## config.mk

```make
export PLATFORM = sky130hd
export DESIGN_NAME = flash_seq
export DESIGN_NICKNAME = d
export VERILOG_FILES = /design/src/design/flash_seq_pkg.sv /design/src/design/flash_seq.sv
export SDC_FILE = /design/constraint.sdc
export NUM_CORES = 1
export LEC_CHECK = 0
export BUFFER_PORTS_ARGS = -buffer_cell sky130_fd_sc_hd__buf_2
export CAP_MARGIN = 20
export CORE_UTILIZATION = 57
export DETAILED_ROUTE_END_ITERATION = 7
export HOLD_SLACK_MARGIN = 0.05
export PLACE_DENSITY_LB_ADDON = 0.3
export SLEW_MARGIN = 20
export SYNTH_ARGS = -nofsm -noshare
export SYNTH_HDL_FRONTEND = slang
export SYNTH_SLANG_ARGS = --single-unit
```

## constraint.sdc

```tcl
create_clock -name aclk -period 3.5 [get_ports aclk]
set_clock_uncertainty 0.15 [all_clocks]
set_input_delay 0.35 -clock aclk [delete_from_list [all_inputs] [get_ports aclk]]
set_output_delay 0.35 -clock aclk [all_outputs]
set_load 0.01 [all_outputs]
```

## src/design/flash_seq_pkg.sv

```systemverilog
// Shared constants and types of the flash erase sequencer.
// Assumes a 10 MHz aclk and an AXI4-Lite register bus of 32-bit words.
package flash_seq_pkg;

  // ==========================================================================
  // Register map (byte addresses)
  localparam logic [7:0] CTRL_OFS  = 8'h00;
  localparam logic [7:0] BSEL_OFS  = 8'h04;
  localparam logic [7:0] WDOG_OFS  = 8'h08;
  localparam logic [7:0] STAT_OFS  = 8'h0C;
  localparam logic [7:0] VADDR_OFS = 8'h10;
  localparam logic [7:0] VDATA_OFS = 8'h14;

  // ==========================================================================
  // Reset values and answers
  localparam logic [6:0]  CTRL_RST   = 7'h00;
  localparam logic [31:0] WORD_ZERO  = 32'h0000_0000;
  localparam logic [15:0] VDATA_RST  = 16'hFFFF;
  localparam logic [1:0]  RESP_OKAY  = 2'h0;
  localparam logic [1:0]  RESP_SLVERR = 2'h2;

  // ==========================================================================
  // Timing: wait times in microseconds, counts derived at 10 MHz
  localparam int unsigned CLK_HZ         = 10_000_000;
  localparam int unsigned WIPE_SETUP_US  = 100;
  localparam int unsigned CHECK_READ_US  = 2;
  localparam int unsigned WIPE_SETUP_CYC = (WIPE_SETUP_US * CLK_HZ + 999_999) / 1_000_000;
  localparam int unsigned CHECK_READ_CYC = (CHECK_READ_US * CLK_HZ + 999_999) / 1_000_000;

  // ==========================================================================
  // Control word, field order is the bit order from bit 6 down to bit 0
  typedef struct packed {
    logic burn_check_bit;
    logic burn_on;
    logic burn_setup_bit;
    logic wipe_check_bit;
    logic wiping_on;
    logic erase_setup_bit;
    logic flash_write_gate;
  } ctrl_t;

  // Erase sequencing states
  typedef enum logic [1:0] {
    M_IDLE  = 2'b00,
    M_SETUP = 2'b01,
    M_ARMED = 2'b10,
    M_WIPE  = 2'b11
  } mode_t;

endpackage

```

## src/design/flash_seq.sv

```systemverilog
// Flash erase sequencer as seen inside the flash module, with AXI4-Lite regs.
// Assumes the flash array answers check_addr on check_rdata in the same cycle.
//
// Contract
// RL1: Reprogram mask zero only for 0-data,1-read
// RL2: Additional mask zero only for 0-mask,0-read
// RL3: No extra pulses on finished 128-byte units
// RL4: Set gate, wait, select exactly one block
// RL5: Arm watchdog longer than whole erase pulse
// RL6: Erase setup held before wiping starts
// RL7: Erase lasts exactly while wiping_on set
// RL8: Software keeps each erase pulse short
// RL9: Erase needs no preprogramming to zeros
// RL10: Clear wiping_on, wait, then clear setup
// RL11: Leaving erase mode cancels the watchdog; code keeps it running when a low permit_q forces M_IDLE
// RL12: Verify entry wait, then all-ones dummy write
// RL13: Verify read waits, returns latched 16-bit word
// RL14: All ones continues, otherwise erase again
// RL15: Erase repetitions bounded by loop limit
// RL16: Clear verify, wait, clear gate, wait
// RL17: Next block selected by one bit
// RL18: Write-permit pin low blocks program/erase
// RL19: Additional programming only for loops 1-6
`timescale 1ns/1ps
`default_nettype none
module flash_seq
  import flash_seq_pkg::*;
#(
  parameter int unsigned NBLK   = 8,
  parameter int unsigned ADDR_W = 16
) (
  // Clock and reset
  input  wire logic              aclk,
  input  wire logic              aresetn,
  // AXI4-Lite write channels
  input  wire logic [7:0]        awaddr,
  input  wire logic              awvalid,
  output logic                   awready,
  input  wire logic [31:0]       wdata,
  input  wire logic [3:0]        wstrb,
  input  wire logic              wvalid,
  output logic                   wready,
  output logic [1:0]             bresp,
  output logic                   bvalid,
  input  wire logic              bready,
  // AXI4-Lite read channels
  input  wire logic [7:0]        araddr,
  input  wire logic              arvalid,
  output logic                   arready,
  output logic [31:0]            rdata,
  output logic [1:0]             rresp,
  output logic                   rvalid,
  input  wire logic              rready,
  // Pin
  input  wire logic              write_permit_pin,
  // Flash array side
  output logic                   wipe_pulse,
  output logic [NBLK-1:0]        wipe_blocks,
  output logic                   check_mode,
  output logic [ADDR_W-1:0]      check_addr,
  input  wire logic [15:0]       check_rdata
);

  // Elaboration checks
  if (NBLK < 1 || NBLK > 32) $error("NBLK must be 1..32");
  if (ADDR_W < 1 || ADDR_W > 32) $error("ADDR_W must be 1..32");

  // Verify data is seen by assertions one edge after it latches
  localparam int CRW = int'(CHECK_READ_CYC) + 1;

  // ==========================================================================
  // Write-permit pin synchroniser
  logic [2:0] psync_q;
  logic       permit_q;
  logic       permit_d;

  // Level accepted once second and third stages agree
  always_comb begin
    permit_d = (psync_q[1] == psync_q[2]) ? psync_q[2] : permit_q;
  end

  always_ff @(posedge aclk) begin
    if (!aresetn) begin
      psync_q  <= 3'h0;
      permit_q <= 1'b0;
    end else begin
      psync_q  <= {psync_q[1:0], write_permit_pin};
      permit_q <= permit_d;
    end
  end

  // ==========================================================================
  // AXI4-Lite slave
  logic              aw_v_q, aw_v_d, w_v_q, w_v_d, bv_q, bv_d, rv_q, rv_d;
  logic [7:0]        aw_a_q, aw_a_d;
  logic [31:0]       w_dat_q, w_dat_d, rd_q, rd_d;
  logic [3:0]        w_stb_q, w_stb_d;
  logic [1:0]        br_q, br_d, rr_q, rr_d;
  logic              do_wr;
  logic [31:0]       rmux;
  logic              rhit, whit;

  ctrl_t             ctrl_q, ctrl_d;
  logic [NBLK-1:0]   bsel_q, bsel_d;
  logic [31:0]       dog_q, dog_d;
  logic              dog_on_q, dog_on_d;
  logic              err_q, err_d;
  mode_t             mode_q, mode_d;
  logic [15:0]       cnt_q, cnt_d;
  logic [ADDR_W-1:0] vaddr_q, vaddr_d;
  logic [15:0]       vdata_q, vdata_d;
  logic [15:0]       vcnt_q, vcnt_d;
  logic              vready_q, vready_d, vbusy_q, vbusy_d;
  logic              vstart, one_block;
  logic [31:0]       wmerge;

  // Handshake readies, one outstanding write and read
  assign awready = !aw_v_q && !bv_q;
  assign wready  = !w_v_q && !bv_q;
  assign arready = !rv_q;
  assign bvalid  = bv_q;
  assign bresp   = br_q;
  assign rvalid  = rv_q;
  assign rdata   = rd_q;
  assign rresp   = rr_q;
  assign do_wr   = aw_v_q && w_v_q;

  // Read decode of block state
  always_comb begin
    rhit = 1'b1;
    unique case (araddr)
      CTRL_OFS:  rmux = {25'h000_0000, ctrl_q};
      BSEL_OFS:  rmux = 32'(bsel_q);
      WDOG_OFS:  rmux = dog_q;
      STAT_OFS:  rmux = {26'h000_0000, dog_on_q, err_q, vready_q, permit_q, mode_q};
      VADDR_OFS: rmux = 32'(vaddr_q);
      VDATA_OFS: rmux = {16'h0000, vdata_q};
      default: begin
        rmux = WORD_ZERO;
        rhit = 1'b0;
      end
    endcase
  end

  // Bus channel next state; writes land the cycle after both halves are held
  always_comb begin
    aw_v_d  = aw_v_q;
    aw_a_d  = aw_a_q;
    w_v_d   = w_v_q;
    w_dat_d = w_dat_q;
    w_stb_d = w_stb_q;
    bv_d    = bv_q && !bready;
    br_d    = br_q;
    rv_d    = rv_q && !rready;
    rd_d    = rd_q;
    rr_d    = rr_q;
    whit    = (aw_a_q == CTRL_OFS) || (aw_a_q == BSEL_OFS) || (aw_a_q == WDOG_OFS) ||
              (aw_a_q == STAT_OFS) || (aw_a_q == VADDR_OFS) || (aw_a_q == VDATA_OFS);
    if (awvalid && awready) begin
      aw_v_d = 1'b1;
      aw_a_d = awaddr;
    end
    if (wvalid && wready) begin
      w_v_d   = 1'b1;
      w_dat_d = wdata;
      w_stb_d = wstrb;
    end
    if (do_wr) begin
      aw_v_d = 1'b0;
      w_v_d  = 1'b0;
      bv_d   = 1'b1;
      br_d   = whit ? RESP_OKAY : RESP_SLVERR;
    end
    if (arvalid && arready) begin
      rv_d = 1'b1;
      rd_d = rmux;
      rr_d = rhit ? RESP_OKAY : RESP_SLVERR;
    end
  end

  always_ff @(posedge aclk) begin
    if (!aresetn) begin
      aw_v_q  <= 1'b0;
      aw_a_q  <= 8'h00;
      w_v_q   <= 1'b0;
      w_dat_q <= WORD_ZERO;
      w_stb_q <= 4'h0;
      bv_q    <= 1'b0;
      br_q    <= RESP_OKAY;
      rv_q    <= 1'b0;
      rd_q    <= WORD_ZERO;
      rr_q    <= RESP_OKAY;
    end else begin
      aw_v_q  <= aw_v_d;
      aw_a_q  <= aw_a_d;
      w_v_q   <= w_v_d;
      w_dat_q <= w_dat_d;
      w_stb_q <= w_stb_d;
      bv_q    <= bv_d;
      br_q    <= br_d;
      rv_q    <= rv_d;
      rd_q    <= rd_d;
      rr_q    <= rr_d;
    end
  end

  // ==========================================================================
  // Erase sequencer core
  assign one_block = (bsel_q != '0) && ((bsel_q & (bsel_q - 1'b1)) == '0);
  // RL12 dummy write latches the verify address
  assign vstart    = do_wr && (aw_a_q == VADDR_OFS) && (ctrl_q.wipe_check_bit ||
                     ctrl_q.burn_check_bit);

  // Byte lanes merged into the old value of the addressed register
  always_comb begin
    wmerge = rmux;
    unique case (aw_a_q)
      CTRL_OFS:  wmerge = {25'h000_0000, ctrl_q};
      BSEL_OFS:  wmerge = 32'(bsel_q);
      WDOG_OFS:  wmerge = dog_q;
      VADDR_OFS: wmerge = 32'(vaddr_q);
      default:   wmerge = WORD_ZERO;
    endcase
    for (int i = 0; i < 4; i++) begin
      if (w_stb_q[i]) wmerge[8*i +: 8] = w_dat_q[8*i +: 8];
    end
  end

  // Register writes, erase mode tracking, watchdog and verify timing
  always_comb begin
    ctrl_d   = ctrl_q;
    bsel_d   = bsel_q;
    dog_d    = dog_q;
    dog_on_d = dog_on_q;
    err_d    = err_q;
    mode_d   = mode_q;
    cnt_d    = cnt_q;
    vaddr_d  = vaddr_q;
    vdata_d  = vdata_q;
    vcnt_d   = vcnt_q;
    vready_d = vready_q;
    vbusy_d  = vbusy_q;
    if (do_wr) begin
      unique case (aw_a_q)
        CTRL_OFS: ctrl_d = ctrl_t'(wmerge[6:0]);
        BSEL_OFS: bsel_d = wmerge[NBLK-1:0];
        WDOG_OFS: begin
          dog_d    = wmerge;
          dog_on_d = (wmerge != WORD_ZERO);
        end
        VADDR_OFS: vaddr_d = vstart ? wmerge[ADDR_W-1:0] : vaddr_q;
        default: ;
      endcase
    end
    // Watchdog counts down; overflow aborts erasing until reset
    // A software rewrite of the count wins over the tick
    if (dog_on_q && !(do_wr && (aw_a_q == WDOG_OFS))) begin
      dog_d = dog_q - 32'h0000_0001;
      if (dog_q == 32'h0000_0001) begin
        dog_on_d = 1'b0;
        err_d    = 1'b1;
      end
    end
    // RL6 setup wait counted before erase mode may start
    unique case (mode_q)
      M_IDLE: begin
        cnt_d = 16'h0000;
        if (ctrl_q.flash_write_gate && ctrl_q.erase_setup_bit && one_block && !err_q) begin
          mode_d = M_SETUP;
        end
      end
      M_SETUP: begin
        cnt_d = cnt_q + 16'h0001;
        if (!ctrl_q.erase_setup_bit) begin
          mode_d = M_IDLE;
        end else if (cnt_q >= 16'(WIPE_SETUP_CYC - 1)) begin
          mode_d = M_ARMED;
        end
      end
      M_ARMED: begin
        // RL11 exit from erase mode drops the watchdog
        if (!ctrl_q.erase_setup_bit) begin
          mode_d   = M_IDLE;
          dog_on_d = 1'b0;
          dog_d    = WORD_ZERO;
        // RL9 no preprogram state gates the erase
        end else if (ctrl_q.wiping_on) begin
          mode_d = M_WIPE;
        end
      end
      M_WIPE: begin
        // RL7 erase ends with wiping_on
        if (!ctrl_q.wiping_on) mode_d = M_ARMED;
      end
    endcase
    if (err_d && !err_q) mode_d = M_IDLE;
    // RL13 read data valid only after the wait
    if (vstart) begin
      vbusy_d  = 1'b1;
      vready_d = 1'b0;
      vcnt_d   = 16'h0000;
    end else if (vbusy_q) begin
      vcnt_d = vcnt_q + 16'h0001;
      if (vcnt_q >= 16'(CHECK_READ_CYC - 1)) begin
        vbusy_d  = 1'b0;
        vready_d = 1'b1;
        vdata_d  = check_rdata;
      end
    end
    // RL18 low permit clears controls and protects the array
    if (!permit_q) begin
      ctrl_d = ctrl_t'(CTRL_RST);
      bsel_d = '0;
      mode_d = M_IDLE;
    end
  end

  always_ff @(posedge aclk) begin
    if (!aresetn) begin
      ctrl_q   <= ctrl_t'(CTRL_RST);
      bsel_q   <= '0;
      dog_q    <= WORD_ZERO;
      dog_on_q <= 1'b0;
      err_q    <= 1'b0;
      mode_q   <= M_IDLE;
      cnt_q    <= 16'h0000;
      vaddr_q  <= '0;
      vdata_q  <= VDATA_RST;
      vcnt_q   <= 16'h0000;
      vready_q <= 1'b0;
      vbusy_q  <= 1'b0;
    end else begin
      ctrl_q   <= ctrl_d;
      bsel_q   <= bsel_d;
      dog_q    <= dog_d;
      dog_on_q <= dog_on_d;
      err_q    <= err_d;
      mode_q   <= mode_d;
      cnt_q    <= cnt_d;
      vaddr_q  <= vaddr_d;
      vdata_q  <= vdata_d;
      vcnt_q   <= vcnt_d;
      vready_q <= vready_d;
      vbusy_q  <= vbusy_d;
    end
  end

  // Array side outputs, all decoded from flops
  assign wipe_pulse  = (mode_q == M_WIPE);
  assign wipe_blocks = (mode_q == M_WIPE) ? bsel_q : '0;
  assign check_mode  = ctrl_q.wipe_check_bit || ctrl_q.burn_check_bit;
  assign check_addr  = vaddr_q;
endmodule
`default_nettype wire

```

Word-level counts from Yosys, hierarchy flattened. Cells that the tools add are included.

Bits in registers: 205. Input bits: 76. Output and inout port bits: 67. Word-level logic and storage cells: 144.

Add/subtract/negate cells: 4. $lt $le $gt $ge: 2. Eq/ne operators: 19. Multiplexer cells: 36. Bitwise operators: 4. Reduce and logical (&&, ||, !) cells: 49.

Operators by type and width (number): $pmux 32 s6 (1); $mux 32 (5); $pmux 32 s4 (1); $mux 8 (5); $add 16x1->16 const B (2); $eq 32x1->1 const B (1); $eq 8x4->1 const B (4); $eq 8x5->1 const B (4); $pmux 16 s2 (1); $reduce_bool 32->1 (1); $sub 32x1->32 const B (1); $logic_not 8->1 (3); $logic_and 1x1->1 (17); $eq 8x3->1 const B (2); $ge 16x10->1 const B (1); $ge 16x5->1 const B (1); $mux 2 (8); $mux 1 (14); $and 8x8->8 (1); $logic_not 1->1 (8); $pmux 2 s4 (1); $reduce_and 2->1 (4); $reduce_bool 8->1 (1); $sub 8x1->8 const B (1); other kinds (14) (26).

Depth between registers and ports, before layout.
Depth in word-level cells: 10. Depth in mapped cells: 10. Gate-level depth less buffers: 8.

Worst setup path after synthesis. Ideal clock, no wire load.

Path type: register to register. From: reg dog_q[13]. To: reg dog_q[23]. Setup time: 0.132 ns. Data arrival time: 2.225 ns. Data required time: 3.218 ns. Path slack: 0.992 ns. Cell stages (with the launch flop): 9. Path buffers: 1. Period minus slack after synthesis: 2.508 ns. Cells stage by stage: dfxtp_1 > or4_4 > nor3b_4 > nand2_2 > or3_1 > buf_2 > or4_1 > nand3_1 > a21oi_1.

Longest elaborated chain between the ends: 4.

Ends and longest elaborated chain: from (decl) (line flash_seq.sv:105) `logic [31:0] dog_q, dog_d;`; from (signal assigned) (line flash_seq.sv:335) `dog_q <= dog_d;`; $sub 32x1->32 (*) (line flash_seq.sv:258) `dog_d = dog_q - 32'h0000_0001;`; $mux 32 (*) (line flash_seq.sv:257) `if (dog_on_q && !(do_wr && (aw_a_q == WDOG_OFS))) begin`; $mux 32 (line flash_seq.sv:282) `if (!ctrl_q.erase_setup_bit) begin`; $mux 32 (*) (line flash_seq.sv:265) `unique case (mode_q)`.

Every way passes the cells marked *; elsewhere a longest branch is shown, timed or not. A chain may end at the register's enable or synchronous reset.

Worst setup path after layout.
From: reg dog_q[18]. To: reg dog_on_q.

Longest elaborated chain between the ends: 9. Elaborated cells on any way between the ends: 10. Classes of those cells: eq/ne (1); mux (8); reduce/logical (1).

Ends and longest elaborated chain: $pmux 32 s4 (line flash_seq.sv:217) `unique case (aw_a_q)`; $mux 8 (line flash_seq.sv:225) `if (w_stb_q[i]) wmerge[8*i +: 8] = w_dat_q[8*i +: 8];`; $reduce_bool 32->1 (line flash_seq.sv:249) `dog_on_d = (wmerge != WORD_ZERO);`; $mux 1 (line flash_seq.sv:244) `unique case (aw_a_q)`; $mux 1 (line flash_seq.sv:243) `if (do_wr) begin`; $mux 1 (line flash_seq.sv:259) `if (dog_q == 32'h0000_0001) begin`; $mux 1 (*) (line flash_seq.sv:257); $mux 1 (line flash_seq.sv:282); $mux 1 (*) (line flash_seq.sv:265); to (signal assigned) (line flash_seq.sv:336) `dog_on_q <= dog_on_d;`; to (decl) (line flash_seq.sv:106) `logic dog_on_q, dog_on_d;`.

Marked as above.

==> impl_results.md <==
* Data arrival time of the critical path at approximately 3 ns
* Most instantiated library cell after synthesis: sky130_fd_sc_hd__nand2_1
* Die width at ~130 um
* Leading cell types by count after synthesis: 237 x sky130_fd_sc_hd__nand2_1, 203 x sky130_fd_sc_hd__dfxtp_1, 109 x sky130_fd_sc_hd__nor2_1
* Kind of start point of the critical path: register
* Clock buffer count from CTS at 22
* Number of cells upsized or downsized after cts at 0
* Core footprint at between 15000 and 20000 um2
* Setup TNS at 0 ns
* Maximum number of pins on one net before global-route repair at between 90 and 100
* Clock tree from TritonCTS: built
* Peak Freq at roughly 360 MHz
* Layout Area Growth over Synthesis at 21.6%
* Seq/Total Area, Yosys at a little over two fifths
* R2R setup slack at 0.72 ns
* Netlist Area Pre-Place at 9720 um2
* Flip-flop and latch area at between 4000 and 5000 um2
* Cell types occupying the most area after synthesis: sky130_fd_sc_hd__dfxtp_1 42%, sky130_fd_sc_hd__nand2_1 9.2%, sky130_fd_sc_hd__a21boi_0 4.9%
* Vertical die dimension at 133 um
* Final setup violation count at 0
* Quantity of I/O buffers inserted on ports at 140
* Placed wire-length estimate at between 15000 and 20000 um
* Overflow left after global routing at 0
* Per-instance average area after synthesis at ~8 um2
* Root cell of the clock tree: sky130_fd_sc_hd__clkbuf_16
* Total number of vias at just over 9000
* Post-layout min period at between 2 and 3 ns
* Vias in the first global route at between 8000 and 9000
* End of the worst register-to-register path: dog_on_q
* Register clock-pin slew on the reported worst setup and hold paths at approximately 0.060 ns
* Setup repair after global routing missed its margin: false
* Number of instances in the synthesized netlist at 1198
* Initial antenna violation count at 0
* Failing checks: DRC
* Wire length per cell after detailed routing at approximately 17 um
* Max-slew headroom at the worst pin at a little under a third
* Final ANT Viol Nets at 0
* Net switching power figure at ~1.2 mW
* Slew Viols, Final at 0
* Internal Power at roughly 3.9 mW
* Origin of the worst setup path: dog_q[18]
* MaxCap Viol Count at 0
* Async set or reset register ratio after synthesis at 0%
* Library cell occupying the most area in the post-synthesis netlist: sky130_fd_sc_hd__dfxtp_1
* Period Utilization, post-route at between 70% and 80%
* Post-synth top area share at between 40% and 50%
* Multi-input combinational cell area at around 5300 um2
* Endpoint type of the worst setup path: register
* Top-level I/O count at around 140
* Total wire length at 27200 um
* Total Die Area at between 15000 and 20000 um2
* Number of distinct standard cells referenced by the synthesized netlist at 66
* Largest fanout on the critical path at 6
* Initial Utilization at roughly three fifths
* Clk buf depth at 3
* Pin slew with the least headroom to its limit at just over 1 ns
* Latest clock arrival within the worst-skew pair at around 0.50 ns
* Result of the run: finished, violations left
* Net Sw Frac at between 20% and 30%
* Worst min path class: in2reg
* Dominant register cell in the synthesized netlist: sky130_fd_sc_hd__dfxtp_1
* Number of remaining DRC errors at 4
* # diodes at 0
* Global-route wire length before repair at 43600 um
* All-layer global routing usage at a little under a third
* Total of flip-flops plus latches after synthesis at roughly 200
* Total leakage power at approximately 4.9 nW
* Worst voltage drop across the vdd grid at about 360 uV
* Cell Rows at 47
* Type of the worst setup path: reg2reg
* Net count of the finished layout at 1438
* Yosys warning count at 0
* Total of fill cells in the finished design at between 1000 and 1500
* H-Tree Level Count at 1
* Average vias per placed instance at between 5 and 6
* Number of synthesized flops with an enable pin at 0
* Initial DRT Pass Iterations at 8
* Share of the core filled with cells in the final layout at a little under three quarters
* DRC violation total after the first TritonRoute iteration at just under 900
* P per Cell Area at 429 nW/um2
* WP data required at between 3 and 4 ns
* Startpoint of the most critical register-to-register path: dog_q[18]
* Layout cell share with drive strength beyond 1 at approximately 15%
* Endpoints failing hold at 0
* Portion of total power attributed to sequential cells at approximately 48%
* Routability Congestion at a little over 0.9
* R2R depth at 7
* Worst setup path endpoint: dog_on_q
* Sink count of the clock tree at a little over 200
* Share of total power in combinational logic at ~8.5%
* Clk pwr share at 44.0%
[worst min path at each step]
stage	from	endpoint	slack [ns]	depth (start not counted)
final	aresetn	vdata_q[2]	0.09	2
after global routing	aresetn	vdata_q[11]	0.10	2
after CTS	aresetn	vdata_q[2]	0.07	2
after detailed placement	psync_q[0]	psync_q[1]	0.28	1
after global placement	psync_q[0]	psync_q[1]	0.27	1
after floorplan	psync_q[0]	psync_q[1]	0.26	1
[worst max-delay path, cell delays in order (launching register included)]
cell,delay [ns]
sky130_fd_sc_hd__dfxtp_1,0.36
sky130_fd_sc_hd__or4_4,0.59
sky130_fd_sc_hd__nor4_2,0.35
sky130_fd_sc_hd__nand3_1,0.21
sky130_fd_sc_hd__or4_4,0.56
sky130_fd_sc_hd__a21boi_1,0.15
sky130_fd_sc_hd__and4b_1,0.22
sky130_fd_sc_hd__a211oi_2,0.07
[sequential cells by signal (all words and copies together) (netlist names), 2 cells and up]
signal and cells:
rdata 32, psync_q 3, check_addr 16, w_dat_q 32
aw_a_q 8, bsel_q 8, ctrl_q 7, w_stb_q 4
dog_q 32, vcnt_q 16, cnt_q 16, mode_q 2
vdata_q 16
[per-stage QoR]
step / std cells / total power, mW / hold slack (ns) / cell area (um2) / setup slack (ns)
6_report: 1589 / 5.07 / 0.0884 / 11800 / 0.715
5_1_grt: 1589 / 5.24 / 0.101 / 11800 / 0.599
4_1_cts: 1589 / 5.09 / 0.0686 / 11800 / 0.734
3_5_place_dp: 1490 / 2.82 / 0.275 / 10500 / 0.730
3_3_place_gp: 1490 / 2.82 / 0.267 / 10500 / 0.755
2_1_floorplan: 1199 / 2.69 / 0.262 / 9720 / 0.992
[power groups by stage]
stage / clock (mW) / sequential [mW] / combinational (mW)
after floorplan: 0 / 2.43 / 0.252
after global placement: 0 / 2.46 / 0.362
after detailed placement: 0 / 2.46 / 0.365
after CTS: 2.26 / 2.41 / 0.421
after global routing: 2.36 / 2.41 / 0.469
final: 2.23 / 2.41 / 0.433
[cell usage in the layout (no fill, tap or decap), types with 31 or more instances in the layout]
| cell | instances |
|---|---|
| sky130_fd_sc_hd__a21oi_1 | 53 |
| sky130_fd_sc_hd__dlygate4sd3_1 | 64 |
| sky130_fd_sc_hd__xor2_1 | 31 |
| sky130_fd_sc_hd__nand3_1 | 49 |
| sky130_fd_sc_hd__a21boi_0 | 64 |
| sky130_fd_sc_hd__dfxtp_1 | 203 |
| sky130_fd_sc_hd__nor2_1 | 109 |
| sky130_fd_sc_hd__buf_2 | 139 |
| sky130_fd_sc_hd__nand2_1 | 237 |
| sky130_fd_sc_hd__mux2i_1 | 35 |
[layer usage]
metal / track usage, % / wire (um) / share of wire, %
met4: 8.37 / 507 / 1.9
met3: 4.94 / 2050 / 7.5
met5: 0 / 0 / 0
met1: 40.3 / 12100 / 45
met2: 51.1 / 12500 / 46
[what timing repair did]
item | CTS | global route
setup buffers | 0 | 0
hold buffers | 64 | 0
hold endpoints to repair | 63 | 0
[layout make-up]
class | count | area share (%)
Clock buffer | 31 | 5.46
Clock inverter | 4 | 0.381
Inverter | 11 | 0.349
Multi-Input combinational cell | 902 | 44.8
Sequential cell | 203 | 34.4
Tap cell | 220 | 2.33
Timing Repair Buffer | 218 | 12.3
[logic make-up (layout without fill, tap and decap cells)]
family | after synthesis | after routing | synth area share (%)
simple gates | 554 | 554 | 26.9
compound gates | 254 | 254 | 18.0
buf+inv | 94 | 264 | 3.82
mux | 39 | 39 | 4.41
other cells | 1 | 2 | 0.0386
xor+xnor | 47 | 47 | 4.23
flops | 203 | 203 | 41.8
fa+ha+maj | 6 | 6 | 0.721
No activity file was read; power rests on OpenSTA's default activity.
